## src/design/hdlc_slice_pkg.sv

```systemverilog
// Shared constants and register map of the HDLC address, timer and receive status slice
package hdlc_slice_pkg;
  // Register indices; the byte address is four times the index
  localparam logic [7:0] IDX_COMMAND         = 8'h21;
  localparam logic [7:0] IDX_MODE            = 8'h22;
  localparam logic [7:0] IDX_TIMER_CONFIG    = 8'h23;
  localparam logic [7:0] IDX_TX_ADDR_FIRST   = 8'h24;
  localparam logic [7:0] IDX_TX_ADDR_SECOND  = 8'h25;
  localparam logic [7:0] IDX_RX_LENGTH_LOW   = 8'h25;
  localparam logic [7:0] IDX_RX_HIGH_FIRST   = 8'h26;
  localparam logic [7:0] IDX_RX_HIGH_SECOND  = 8'h27;
  localparam logic [7:0] IDX_RX_FRAME_STATUS = 8'h27;
  localparam logic [7:0] IDX_RX_LENGTH_HIGH  = 8'h28;
  // Reset values
  localparam logic [7:0] RESET_BYTE          = 8'h00;
  // Mode register fields
  localparam int MODE_OP_HI   = 7;
  localparam int MODE_OP_LO   = 6;
  localparam int MODE_ADDR16  = 5;
  localparam int MODE_TIMER   = 4;
  localparam int MODE_RTS     = 2;
  localparam int MODE_TRS     = 1;
  localparam int MODE_LOOP    = 0;
  // Command register fields
  localparam int CMD_START_TIMER = 0;
  // Timer register fields
  localparam int TIMER_CNT_HI = 7;
  localparam int TIMER_CNT_LO = 5;
  localparam int TIMER_VAL_HI = 4;
  localparam int TIMER_VAL_LO = 0;
  localparam logic [2:0] COUNT_UNLIMITED = 3'h7;
  // Timer prescale factors in transmit clock periods
  localparam int K_COARSE = 32768;
  localparam int K_FINE   = 512;
  localparam int EXT_SCALE_SHIFT = 5;
  // Receive high address fields
  localparam int RAH_CRI = 1;
  localparam int RAH_MCS = 1;
  localparam int ADDR_CR_BIT = 1;
  localparam logic [5:0] GROUP_ADDR_A = 6'h3f;
  localparam logic [5:0] GROUP_ADDR_B = 6'h3f & 6'h3f;
  localparam logic [7:0] GROUP_BYTE_A = 8'hfe;
  localparam logic [7:0] GROUP_BYTE_B = 8'hfc;
  // Match codes
  localparam logic [1:0] MATCH_FIRST  = 2'h2;
  localparam logic [1:0] MATCH_SECOND = 2'h0;
  localparam logic [1:0] MATCH_GROUP  = 2'h1;
  localparam logic [1:0] MATCH_NONE   = 2'h3;
  // Frame status fields
  localparam int ST_VALID    = 7;
  localparam int ST_OVERFLOW = 6;
  localparam int ST_CRC      = 5;
  localparam int ST_ABORT    = 4;
  localparam int ST_MATCH_HI = 3;
  localparam int ST_MATCH_LO = 2;
  localparam int ST_CR       = 1;
  // Minimum frame lengths in bytes
  localparam logic [11:0] MIN_LEN_ADDR16 = 12'd4;
  localparam logic [11:0] MIN_LEN_ADDR8  = 12'd3;
  localparam logic [11:0] MIN_LEN_TRANS1 = 12'd3;
  localparam logic [11:0] MIN_LEN_TRANS0 = 12'd2;
  localparam logic [11:0] MIN_LEN_EXT    = 12'd1;
  localparam logic [11:0] MAX_LEN        = 12'd4095;
  // Operating modes
  typedef enum logic [1:0] {
    OP_AUTO      = 2'b00,
    OP_NON_AUTO  = 2'b01,
    OP_TRANSP    = 2'b10,
    OP_EXT_TRANS = 2'b11
  } op_mode_e;
  // AXI responses
  localparam logic [1:0] RESP_OKAY   = 2'b00;
  localparam logic [1:0] RESP_DECERR = 2'b11;
endpackage : hdlc_slice_pkg

```

## src/design/protocol_timer.sv

```systemverilog
// Protocol timer: t1 retry timer for auto-mode, t2/t1 interrupt timer for software use
module protocol_timer
  import hdlc_slice_pkg::*;
#(
  parameter int K_COARSE_P = K_COARSE,
  parameter int K_FINE_P   = K_FINE
) (
  input  wire logic       i_mclk,
  input  wire logic       i_reset_n,
  input  wire logic       i_tick,
  input  wire logic       i_fine,
  input  wire logic       i_internal,
  input  wire logic [2:0] i_count,
  input  wire logic [4:0] i_period,
  input  wire logic       i_start,
  input  wire logic       i_stop,
  input  wire logic       i_wait_ack,
  output logic            o_timer_event,
  output logic            o_send_supervisory,
  output logic            o_retries_done
);
  typedef struct packed {
    logic        run;
    logic        exhausted;
    logic [15:0] pre;
    logic [8:0]  per;
    logic [2:0]  retry;
    logic        event_p;
    logic        sup;
    logic        done;
  } timer_s;

  timer_s st;
  timer_s next_st;
  logic [15:0] k_last;
  logic [8:0]  target;

  always_comb
  begin
    next_st = st;
    next_st.event_p = 1'b0;
    next_st.sup = 1'b0;
    next_st.done = 1'b0;
    k_last = i_fine ? 16'(K_FINE_P - 1) : 16'(K_COARSE_P - 1);
    if (i_internal || i_count == COUNT_UNLIMITED)
      target = {4'h0, i_period};
    else
      target = 9'({i_count, 5'h00}) + {4'h0, i_period};
    if (i_stop)
    begin
      next_st.run = 1'b0;
      next_st.pre = '0;
      next_st.per = '0;
    end
    else if (i_internal)
    begin
      if (!i_wait_ack)
      begin
        next_st.run = 1'b0;
        next_st.exhausted = 1'b0;
        next_st.retry = '0;
      end
      else if (!st.run && !st.exhausted)
      begin
        next_st.run = 1'b1;
        next_st.pre = '0;
        next_st.per = '0;
      end
    end
    else if (i_start)
    begin
      next_st.run = 1'b1;
      next_st.pre = '0;
      next_st.per = '0;
    end
    if (!i_stop && st.run && i_tick && (i_wait_ack || !i_internal))
    begin
      next_st.pre = st.pre + 16'h0001;
      if (st.pre >= k_last)
      begin
        next_st.pre = '0;
        next_st.per = st.per + 9'h001;
        if (st.per >= target)
        begin
          next_st.per = '0;
          if (i_internal)
          begin
            if (i_count == COUNT_UNLIMITED)
              next_st.sup = 1'b1;
            else if (st.retry < i_count)
            begin
              next_st.sup = 1'b1;
              next_st.retry = st.retry + 3'h1;
            end
            else
            begin
              next_st.done = 1'b1;
              next_st.exhausted = 1'b1;
              next_st.run = 1'b0;
            end
          end
          else
          begin
            next_st.event_p = 1'b1;
            if (i_count != COUNT_UNLIMITED)
              next_st.run = 1'b0;
          end
        end
      end
    end
  end

  always_ff @(posedge i_mclk)
  begin
    if (!i_reset_n)
      st <= '0;
    else
      st <= next_st;
  end

  assign o_timer_event      = st.event_p;
  assign o_send_supervisory = st.sup;
  assign o_retries_done     = st.done;
endmodule : protocol_timer

```

## src/design/hdlc_address_timer_rx_status.sv

```systemverilog
// HDLC slice: RTS control, loopback, protocol timer, addresses and receive frame status
//
// Added by the designer: the AXI4-Lite register port.
module hdlc_address_timer_rx_status
  import hdlc_slice_pkg::*;
#(
  parameter int K_COARSE_P = K_COARSE,
  parameter int K_FINE_P   = K_FINE
) (
  input  wire logic        i_mclk,
  input  wire logic        i_reset_n,
  input  wire logic [31:0] s_axi_awaddr,
  input  wire logic        s_axi_awvalid,
  output logic             s_axi_awready,
  input  wire logic [31:0] s_axi_wdata,
  input  wire logic [3:0]  s_axi_wstrb,
  input  wire logic        s_axi_wvalid,
  output logic             s_axi_wready,
  output logic [1:0]       s_axi_bresp,
  output logic             s_axi_bvalid,
  input  wire logic        s_axi_bready,
  input  wire logic [31:0] s_axi_araddr,
  input  wire logic        s_axi_arvalid,
  output logic             s_axi_arready,
  output logic [31:0]      s_axi_rdata,
  output logic [1:0]       s_axi_rresp,
  output logic             s_axi_rvalid,
  input  wire logic        s_axi_rready,
  input  wire logic        i_tx_clk,
  input  wire logic        i_rxd,
  output logic             o_txd,
  output logic             o_rts_n,
  input  wire logic        i_bus_config,
  input  wire logic        i_tx_serial,
  input  wire logic        i_tx_frame_active,
  input  wire logic        i_tx_is_command,
  input  wire logic        i_wait_ack,
  output logic             o_rx_serial,
  input  wire logic        i_rx_byte_valid,
  input  wire logic [7:0]  i_rx_byte,
  input  wire logic        i_rx_message_end_event,
  input  wire logic        i_rx_partial_bits,
  input  wire logic        i_rx_crc_ok,
  input  wire logic        i_rx_aborted,
  input  wire logic        i_rx_data_lost,
  output logic [1:0]       o_operating_mode_select,
  output logic             o_address_length_select,
  output logic             o_modulo_select,
  output logic             o_tx_address_enable,
  output logic [7:0]       o_tx_address_first,
  output logic [7:0]       o_tx_address_second,
  output logic             o_timer_event,
  output logic             o_send_supervisory,
  output logic             o_retries_done
);
  typedef struct packed {
    logic        aw_held;
    logic [7:0]  aw_idx;
    logic        w_held;
    logic [7:0]  w_byte;
    logic        w_lane;
    logic        awready;
    logic        wready;
    logic        bvalid;
    logic [1:0]  bresp;
    logic        arready;
    logic        rvalid;
    logic [7:0]  rdata;
    logic [1:0]  rresp;
    logic [7:0]  mode;
    logic [7:0]  timer_config;
    logic [7:0]  tx_address_first;
    logic [7:0]  tx_address_second;
    logic [7:0]  rx_high_address_first;
    logic [7:0]  rx_high_address_second;
    logic [11:0] rx_length;
    logic [7:0]  rx_frame_status;
    logic [11:0] byte_count;
    logic [7:0]  high_byte;
    logic        lost;
    logic        start_pulse;
    logic        stop_pulse;
    logic [2:0]  txclk_sync;
    logic [1:0]  rxd_sync;
    logic        txd;
    logic        rx_serial;
    logic        rts_n;
    logic        tx_addr_en;
    logic        modulo;
    logic [7:0]  tx_addr_first_out;
    logic [7:0]  tx_addr_second_out;
  } slice_s;

  slice_s st;
  slice_s next_st;
  op_mode_e    op_mode;
  logic        addr16;
  logic        high_recog;
  logic [11:0] min_len;
  logic [1:0]  match;
  logic [7:0]  cur_high;
  logic        cr_flag;
  logic        wr_fire;
  logic [7:0]  wr_idx;
  logic [7:0]  rd_idx;
  logic        rd_ok;
  logic [7:0]  rd_val;

  always_comb
  begin
    next_st = st;
    op_mode = op_mode_e'(st.mode[MODE_OP_HI:MODE_OP_LO]);
    addr16  = st.mode[MODE_ADDR16];
    // Write channels taken independently, answered once both are held
    if (s_axi_awvalid && st.awready)
    begin
      next_st.aw_held = 1'b1;
      next_st.aw_idx = s_axi_awaddr[9:2];
    end
    if (s_axi_wvalid && st.wready)
    begin
      next_st.w_held = 1'b1;
      next_st.w_byte = s_axi_wdata[7:0];
      next_st.w_lane = s_axi_wstrb[0];
    end
    if (st.bvalid && s_axi_bready)
      next_st.bvalid = 1'b0;
    wr_fire = next_st.aw_held && next_st.w_held && !next_st.bvalid;
    wr_idx  = next_st.aw_idx;
    next_st.start_pulse = 1'b0;
    next_st.stop_pulse = 1'b0;
    if (wr_fire)
    begin
      next_st.aw_held = 1'b0;
      next_st.w_held = 1'b0;
      next_st.bvalid = 1'b1;
      next_st.bresp = RESP_OKAY;
      case (wr_idx)
        IDX_COMMAND, IDX_MODE, IDX_TIMER_CONFIG, IDX_TX_ADDR_FIRST, IDX_TX_ADDR_SECOND,
        IDX_RX_HIGH_FIRST, IDX_RX_HIGH_SECOND:
        begin
        end
        default:
          next_st.bresp = RESP_DECERR;
      endcase
      if (next_st.w_lane)
      begin
        case (wr_idx)
          IDX_COMMAND:
            next_st.start_pulse = next_st.w_byte[CMD_START_TIMER];
          IDX_MODE:
            next_st.mode = next_st.w_byte;
          IDX_TIMER_CONFIG:
          begin
            next_st.timer_config = next_st.w_byte;
            next_st.stop_pulse = 1'b1;
          end
          IDX_TX_ADDR_FIRST:
            next_st.tx_address_first = next_st.w_byte;
          IDX_TX_ADDR_SECOND:
            next_st.tx_address_second = next_st.w_byte;
          IDX_RX_HIGH_FIRST:
            next_st.rx_high_address_first = next_st.w_byte;
          IDX_RX_HIGH_SECOND:
            next_st.rx_high_address_second = next_st.w_byte;
          default:
          begin
          end
        endcase
      end
    end
    // Readies drop while a write is held or answered
    next_st.awready = !next_st.aw_held && !next_st.bvalid;
    next_st.wready  = !next_st.w_held && !next_st.bvalid;
    // Read channel
    rd_idx = s_axi_araddr[9:2];
    rd_ok  = 1'b1;
    rd_val = 8'h00;
    case (rd_idx)
      IDX_MODE:            rd_val = st.mode;
      IDX_TIMER_CONFIG:    rd_val = st.timer_config;
      IDX_RX_LENGTH_LOW:   rd_val = st.rx_length[7:0];
      IDX_RX_FRAME_STATUS: rd_val = st.rx_frame_status;
      IDX_RX_LENGTH_HIGH:  rd_val = {4'h0, st.rx_length[11:8]};
      IDX_COMMAND, IDX_TX_ADDR_FIRST, IDX_RX_HIGH_FIRST:
        rd_val = 8'h00;
      default:
        rd_ok = 1'b0;
    endcase
    if (st.rvalid && s_axi_rready)
      next_st.rvalid = 1'b0;
    if (s_axi_arvalid && st.arready)
    begin
      next_st.rvalid = 1'b1;
      next_st.rdata = rd_val;
      next_st.rresp = rd_ok ? RESP_OKAY : RESP_DECERR;
    end
    next_st.arready = !next_st.rvalid;
    // Pin synchronisers, loopback and RTS
    next_st.txclk_sync = {st.txclk_sync[1:0], i_tx_clk};
    next_st.rxd_sync = {st.rxd_sync[0], i_rxd};
    next_st.txd = i_tx_serial;
    next_st.rx_serial = st.mode[MODE_LOOP] ? i_tx_serial : st.rxd_sync[1];
    if (st.mode[MODE_RTS] && !i_bus_config)
      next_st.rts_n = 1'b0;
    else
      next_st.rts_n = !i_tx_frame_active;
    // Transmit address bytes
    cr_flag = i_tx_is_command ? st.rx_high_address_first[RAH_CRI]
                              : !st.rx_high_address_first[RAH_CRI];
    next_st.tx_addr_en = (op_mode == OP_AUTO);
    next_st.modulo = (op_mode == OP_AUTO) && st.rx_high_address_second[RAH_MCS];
    next_st.tx_addr_first_out = st.tx_address_first;
    if (addr16)
      next_st.tx_addr_first_out[ADDR_CR_BIT] = cr_flag;
    next_st.tx_addr_second_out = st.tx_address_second;
    // Receive frame tracking
    high_recog = ((op_mode == OP_AUTO || op_mode == OP_NON_AUTO) && addr16)
                 || (op_mode == OP_TRANSP && addr16);
    cur_high = (i_rx_byte_valid && st.byte_count == 12'h000) ? i_rx_byte : st.high_byte;
    if (cur_high[7:2] == st.rx_high_address_first[7:2])
      match = MATCH_FIRST;
    else if (cur_high[7:2] == st.rx_high_address_second[7:2])
      match = MATCH_SECOND;
    else if (cur_high[7:2] == GROUP_BYTE_A[7:2] || cur_high[7:2] == GROUP_BYTE_B[7:2])
      match = MATCH_GROUP;
    else
      match = MATCH_NONE;
    // Minimum valid frame length per mode
    case (op_mode)
      OP_AUTO, OP_NON_AUTO: min_len = addr16 ? MIN_LEN_ADDR16 : MIN_LEN_ADDR8;
      OP_TRANSP:            min_len = addr16 ? MIN_LEN_TRANS1 : MIN_LEN_TRANS0;
      default:              min_len = MIN_LEN_EXT;
    endcase
    if (i_rx_byte_valid)
    begin
      if (st.byte_count == 12'h000)
        next_st.high_byte = i_rx_byte;
      if (st.byte_count != MAX_LEN)
        next_st.byte_count = st.byte_count + 12'h001;
    end
    if (i_rx_data_lost)
      next_st.lost = 1'b1;
    // Frame end latches length and status
    if (i_rx_message_end_event)
    begin
      next_st.rx_length = next_st.byte_count;
      next_st.rx_frame_status = 8'h00;
      next_st.rx_frame_status[ST_VALID] =
        !i_rx_partial_bits && (next_st.byte_count >= min_len);
      next_st.rx_frame_status[ST_OVERFLOW] = st.lost || i_rx_data_lost;
      next_st.rx_frame_status[ST_CRC] = i_rx_crc_ok;
      next_st.rx_frame_status[ST_ABORT] = i_rx_aborted;
      next_st.rx_frame_status[ST_MATCH_HI:ST_MATCH_LO] = high_recog ? match : MATCH_NONE;
      next_st.rx_frame_status[ST_CR] = addr16 ? cur_high[ADDR_CR_BIT] : 1'b0;
      next_st.byte_count = 12'h000;
      next_st.lost = 1'b0;
    end
  end

  always_ff @(posedge i_mclk)
  begin
    if (!i_reset_n)
    begin
      st <= '0;
      st.mode <= RESET_BYTE;
      st.timer_config <= RESET_BYTE;
      // Idle levels that differ from zero
      st.rts_n <= 1'b1;
      st.txd <= 1'b1;
      st.rx_serial <= 1'b1;
      st.rxd_sync <= 2'b11;
      st.awready <= 1'b1;
      st.wready <= 1'b1;
      st.arready <= 1'b1;
    end
    else
      st <= next_st;
  end

  // Timer ticks once per synchronised transmit clock rising edge
  protocol_timer #(
    .K_COARSE_P (K_COARSE_P),
    .K_FINE_P   (K_FINE_P)
  ) u_timer (
    .i_mclk             (i_mclk),
    .i_reset_n          (i_reset_n),
    .i_tick             (st.txclk_sync[1] && !st.txclk_sync[2]),
    .i_fine             (st.mode[MODE_TRS]),
    .i_internal         (st.mode[MODE_TIMER] && st.tx_addr_en),
    .i_count            (st.timer_config[TIMER_CNT_HI:TIMER_CNT_LO]),
    .i_period           (st.timer_config[TIMER_VAL_HI:TIMER_VAL_LO]),
    .i_start            (st.start_pulse && !st.mode[MODE_TIMER]),
    .i_stop             (st.stop_pulse),
    .i_wait_ack         (i_wait_ack),
    .o_timer_event      (o_timer_event),
    .o_send_supervisory (o_send_supervisory),
    .o_retries_done     (o_retries_done)
  );

  // Outputs below come from the state register, with s_axi_rdata zero-extended from st.rdata
  assign s_axi_awready = st.awready;
  assign s_axi_wready  = st.wready;
  assign s_axi_bvalid  = st.bvalid;
  assign s_axi_bresp   = st.bresp;
  assign s_axi_arready = st.arready;
  assign s_axi_rvalid  = st.rvalid;
  assign s_axi_rdata   = {24'h000000, st.rdata};
  assign s_axi_rresp   = st.rresp;
  assign o_txd         = st.txd;
  assign o_rts_n       = st.rts_n;
  assign o_rx_serial   = st.rx_serial;
  assign o_operating_mode_select = st.mode[MODE_OP_HI:MODE_OP_LO];
  assign o_address_length_select = st.mode[MODE_ADDR16];
  assign o_modulo_select     = st.modulo;
  assign o_tx_address_enable = st.tx_addr_en;
  assign o_tx_address_first  = st.tx_addr_first_out;
  assign o_tx_address_second = st.tx_addr_second_out;
endmodule : hdlc_address_timer_rx_status

```

## config.mk

```make
export PLATFORM = sky130hd
export DESIGN_NAME = hdlc_address_timer_rx_status
export DESIGN_NICKNAME = d
export VERILOG_FILES = /design/src/design/hdlc_slice_pkg.sv /design/src/design/protocol_timer.sv /design/src/design/hdlc_address_timer_rx_status.sv
export SDC_FILE = /design/constraint.sdc
export NUM_CORES = 1
export LEC_CHECK = 0
export ABC_AREA = 1
export BUFFER_PORTS_ARGS = -buffer_cell sky130_fd_sc_hd__buf_4
export CAP_MARGIN = 25
export CELL_PAD_IN_SITES_DETAIL_PLACEMENT = 1
export CELL_PAD_IN_SITES_GLOBAL_PLACEMENT = 1
export CORE_ASPECT_RATIO = 0.8
export CORE_MARGIN = 10
export CORE_UTILIZATION = 35
export DETAILED_ROUTE_END_ITERATION = 10
export GPL_TIMING_DRIVEN = 0
export PLACE_DENSITY = 0.78
export SLEW_MARGIN = 30
export SYNTH_ARGS = -nofsm -noshare
export SYNTH_HDL_FRONTEND = slang
export SYNTH_SLANG_ARGS = --single-unit
export TNS_END_PERCENT = 1
```

## constraint.sdc

```tcl
create_clock -name i_mclk -period 5.8 [get_ports i_mclk]
set_clock_uncertainty 0.15 [all_clocks]
set_input_delay 0.87 -clock i_mclk [delete_from_list [all_inputs] [get_ports i_mclk]]
set_output_delay 0.87 -clock i_mclk [all_outputs]
set_load 0.005 [all_outputs]
```

==> flow_summary.yaml <==
power:
  pwr-share-seq_pct: 45.5
  power_frac_comb_pct: 13.0
  power_switching_share_pct: 29.2
  totalPowerFinal_mw: 2.86
  switchingPower_uw: 833
  powerDensity_nw_per_um2: 272
  clockPowerShare_pct: 41.5
  peakVddDrop_mv: 0.196
  p_int_mw: 2.02
  leakage_nw: 4.83
timing:
  final_max_slew_viol_count: 0
  relSlewSlack_pct: 47.9
  holdWs_ns: 0.271
  hold_viol_final: 0
  rsz0062_at_grt: "false"
  worst_pin_slew_ns: 0.782
  setup_viol: 0
  min_period_ns: 3.30
  finalCritPeriodShare_pct: 56.8
  setup_tns_ns: 0
  fmax_mhz: 303
worst_hold_path:
  holdCritStartpoint: "next_st[22]"
  hp-class: "flip-flop to flip-flop"
  min_to: "st[22]"
  hold_depth: 1
cts:
  cts_setup_buffers: 0
  cts_htree_levels: 4
  clock-root-buffer: "clkbuf_16"
  hold_buffers: 0
  ctsResizeCount: 0
  cts_tree: "done"
  path_clk_slew_ns: 0.07
  cts_buffer_depth: 2
  cts_buffers: 17
  clk_latency_ns: 0.44
  cts.sinks: 180
floorplanning:
  initial_core_util_pct: 35.7
  rows: 51
  die-width_um: 197
  core_area_um2: 24400
  die_h_um: 161
  die_area_um2: 31700
  ios: 196
logic_synthesis:
  syn_inst: 1176
  ys_seq_elements: 180
  syn_avg_cell_area_um2: 7.42
  ys_seq_area_share_pct: 41.3
  yosysWarnings: 0
  syn_area_um2: 8720
  synth.distinct_cells: 56
status:
  status: "complete, no violations"
grt:
  antenna_found_initial: 0
  track_usage_pct: 17.2
  grt_overflow: 0
  grt_start_max_net_pins: 19
  grt_pass1_wl_mm: 43.8
  grt_pass1_vias: 8282
route:
  ant_nets: 0
  drc: 0
  drt_iter0_drc: 434
  wl_per_cell_um: 16.8
  vias: 8036
  drt_wl_total_mm: 27.5
  post_drt_via_cell_ratio: 4.89
  firstDrtPassIters: 5
final_layout:
  layout.cells.non_filler: 1642
  nets: 1463
  areaGrowthSynthToFinish_pct: 20.4
  n_antenna_cell: 0
  drive_gt1_share_pct: 18.9
  fin_area_um2: 10500
run:
  maxCapViolations: 0
worst_setup_path:
  crit_buf_inv: 4
  reg2reg_depth: 18
  path_cells: "inv_1, nor3_1, inv_1, nor2_1, inv_1, nand2_1, xor2_1, ha_1, inv_1, a21boi_0, o21ai_0, nand2_1, nor2_1, nand3_1, nor2_1, nand3_1, nand2_1, nand2_1"
  cp_top_family: "simple AND/OR/NAND/NOR gates"
  critPathKind: "flip-flop to flip-flop"
  r2r_slack_ns: 2.50
  cp.arrival_ns: 3.49
  cp.required_ns: 5.99
  worst_setup_path_start_kind: "flip-flop"
  crit_slowest_cell: "dfxtp_1"
  cp-end-kind: "flip-flop"
  cp_slowest_stage_delay_ns: 0.45
  r2r-end: "st[56]"
  r2r-start: "st[45]"
  cp_max_fo: 7
placement:
  port_buffers: 93
  dpl.hpwl_mm: 20.9
  postPlaceCellArea_um2: 9910
  dp_cells: 1610
  gp_congestion: 0.843
registers in the layout (all words and copies together), names as in the netlist, 2 cells and up:
name                     count
st                          90
u_timer.st                  30
next_st                     18
o_tx_address_first           8
o_tx_address_second          8
s_axi_rdata                  8
o_operating_mode_select      2
worst max path at each step:
| stage | startpoint | to | slack (ns) | depth (start not counted) |
|---|---|---|---|---|
| after CTS | st[45] | st[56] | 2.55 | 18 |
| final | st[45] | st[56] | 2.50 | 18 |
| after global placement | i_reset_n | st[72] | 2.60 | 5 |
| after global routing | st[45] | st[56] | 2.11 | 18 |
| after detailed placement | st[45] | st[56] | 2.57 | 18 |
| after floorplan | st[45] | st[56] | 3.27 | 19 |
per-stage QoR:
step | setup slack (ns) | utilization [%]
global route | 2.11 | 43.0
detailed placement | 2.57 | 40.5
finish | 2.50 | 43.0
floorplan | 3.27 | -
global placement | 2.60 | 40.5
CTS | 2.55 | 42.9
cells in the final DEF, fill, tap and decap left out, types with 6 or more instances in the layout:
| cell type | count |
|---|---|
| a22oi_1 | 7 |
| dfxtp_1 | 180 |
| o21ai_0 | 87 |
| ha_1 | 24 |
| a21oi_1 | 67 |
| or2_2 | 16 |
| xnor2_1 | 7 |
| buf_4 | 149 |
| nand3b_1 | 7 |
| clkbuf_16 | 17 |
| nor3_1 | 16 |
| conb_1 | 24 |
| nor3b_1 | 6 |
| o22ai_1 | 8 |
| nand3_2 | 7 |
| nand3_1 | 60 |
| nand4_1 | 20 |
| inv_1 | 144 |
| o21a_1 | 13 |
| xor2_1 | 12 |
| inv_2 | 6 |
| nor2_1 | 126 |
| nand2_2 | 8 |
| clkbuf_1 | 18 |
| nand2_1 | 218 |
per-layer routing:
layer / vias up / global-route usage (%) / wire length [um]
li1: 4000 / - / -
met1: 3860 / 23.3 / 13700
met2: 151 / 27.2 / 12300
met3: 25 / 3.83 / 1240
met4: 0 / 3.81 / 306
met5: - / 0 / 0
layout make-up:
cell class / instances / area (um^2)
buffer: 80 / 529
clock buffer: 17 / 425
multi-input combinational: 785 / 4100
fill: 3071 / 13900
inverter: 154 / 584
timing repair buffer: 93 / 698
sequential: 180 / 3600
tap: 318 / 398
clock inverter: 15 / 165
power groups by stage:
stage / Clock, mW / Combinational, mW / Sequential (mW)
after floorplan: 0 / 0.228 / 1.32
after global placement: 0 / 0.356 / 1.32
after detailed placement: 0 / 0.370 / 1.33
after CTS: 1.21 / 0.374 / 1.30
after global routing: 1.26 / 0.417 / 1.30
final: 1.19 / 0.372 / 1.30
synth_stat cells, drive strengths merged:
| cell | n | area share [%] |
|---|---|---|
| nand3 | 68 | 4.4 |
| a32o | 1 | 0.11 |
| or2 | 20 | 1.4 |
| clkbuf | 18 | 0.77 |
| and3 | 1 | 0.072 |
| nor4 | 4 | 0.29 |
| a21o | 1 | 0.086 |
| o2111ai | 1 | 0.10 |
| o21ai | 95 | 5.7 |
| or3 | 1 | 0.072 |
| xor2 | 12 | 1.2 |
| mux2i | 1 | 0.11 |
| o21a | 13 | 1.1 |
| o31ai | 1 | 0.086 |
| conb | 1 | 0.043 |
| nor3 | 17 | 1.0 |
| a21oi | 68 | 3.9 |
| inv | 152 | 6.6 |
| o22ai | 8 | 0.57 |
| xnor2 | 7 | 0.70 |
| nand4 | 20 | 1.4 |
| nand2b | 1 | 0.10 |
| a311oi | 1 | 0.10 |
| buf | 62 | 5.3 |
| nor3b | 6 | 0.52 |
| a31oi | 1 | 0.072 |
| ha | 24 | 3.4 |
| clkinv | 2 | 0.10 |
| a41oi | 2 | 0.20 |
| nand3b | 7 | 0.60 |
| nor2 | 135 | 6.6 |
| o211ai | 2 | 0.17 |
| dfxtp | 180 | 41 |
| nand2 | 231 | 11 |
| a22oi | 7 | 0.60 |
| a211oi | 4 | 0.34 |
| a21boi | 1 | 0.086 |
cells by family after synthesis:
family	after synthesis	synth area share, %
AO/OA/AOI/OAI	206	13.3
AND/OR/NAND/NOR	511	27.2
other	1	0.0430
buffers and inverters	234	12.8
adder cells (fa/ha/maj)	24	3.44
flip-flops	180	41.3
multiplexers	1	0.115
XOR/XNOR	19	1.91
Power figures use the tool's default switching activity.
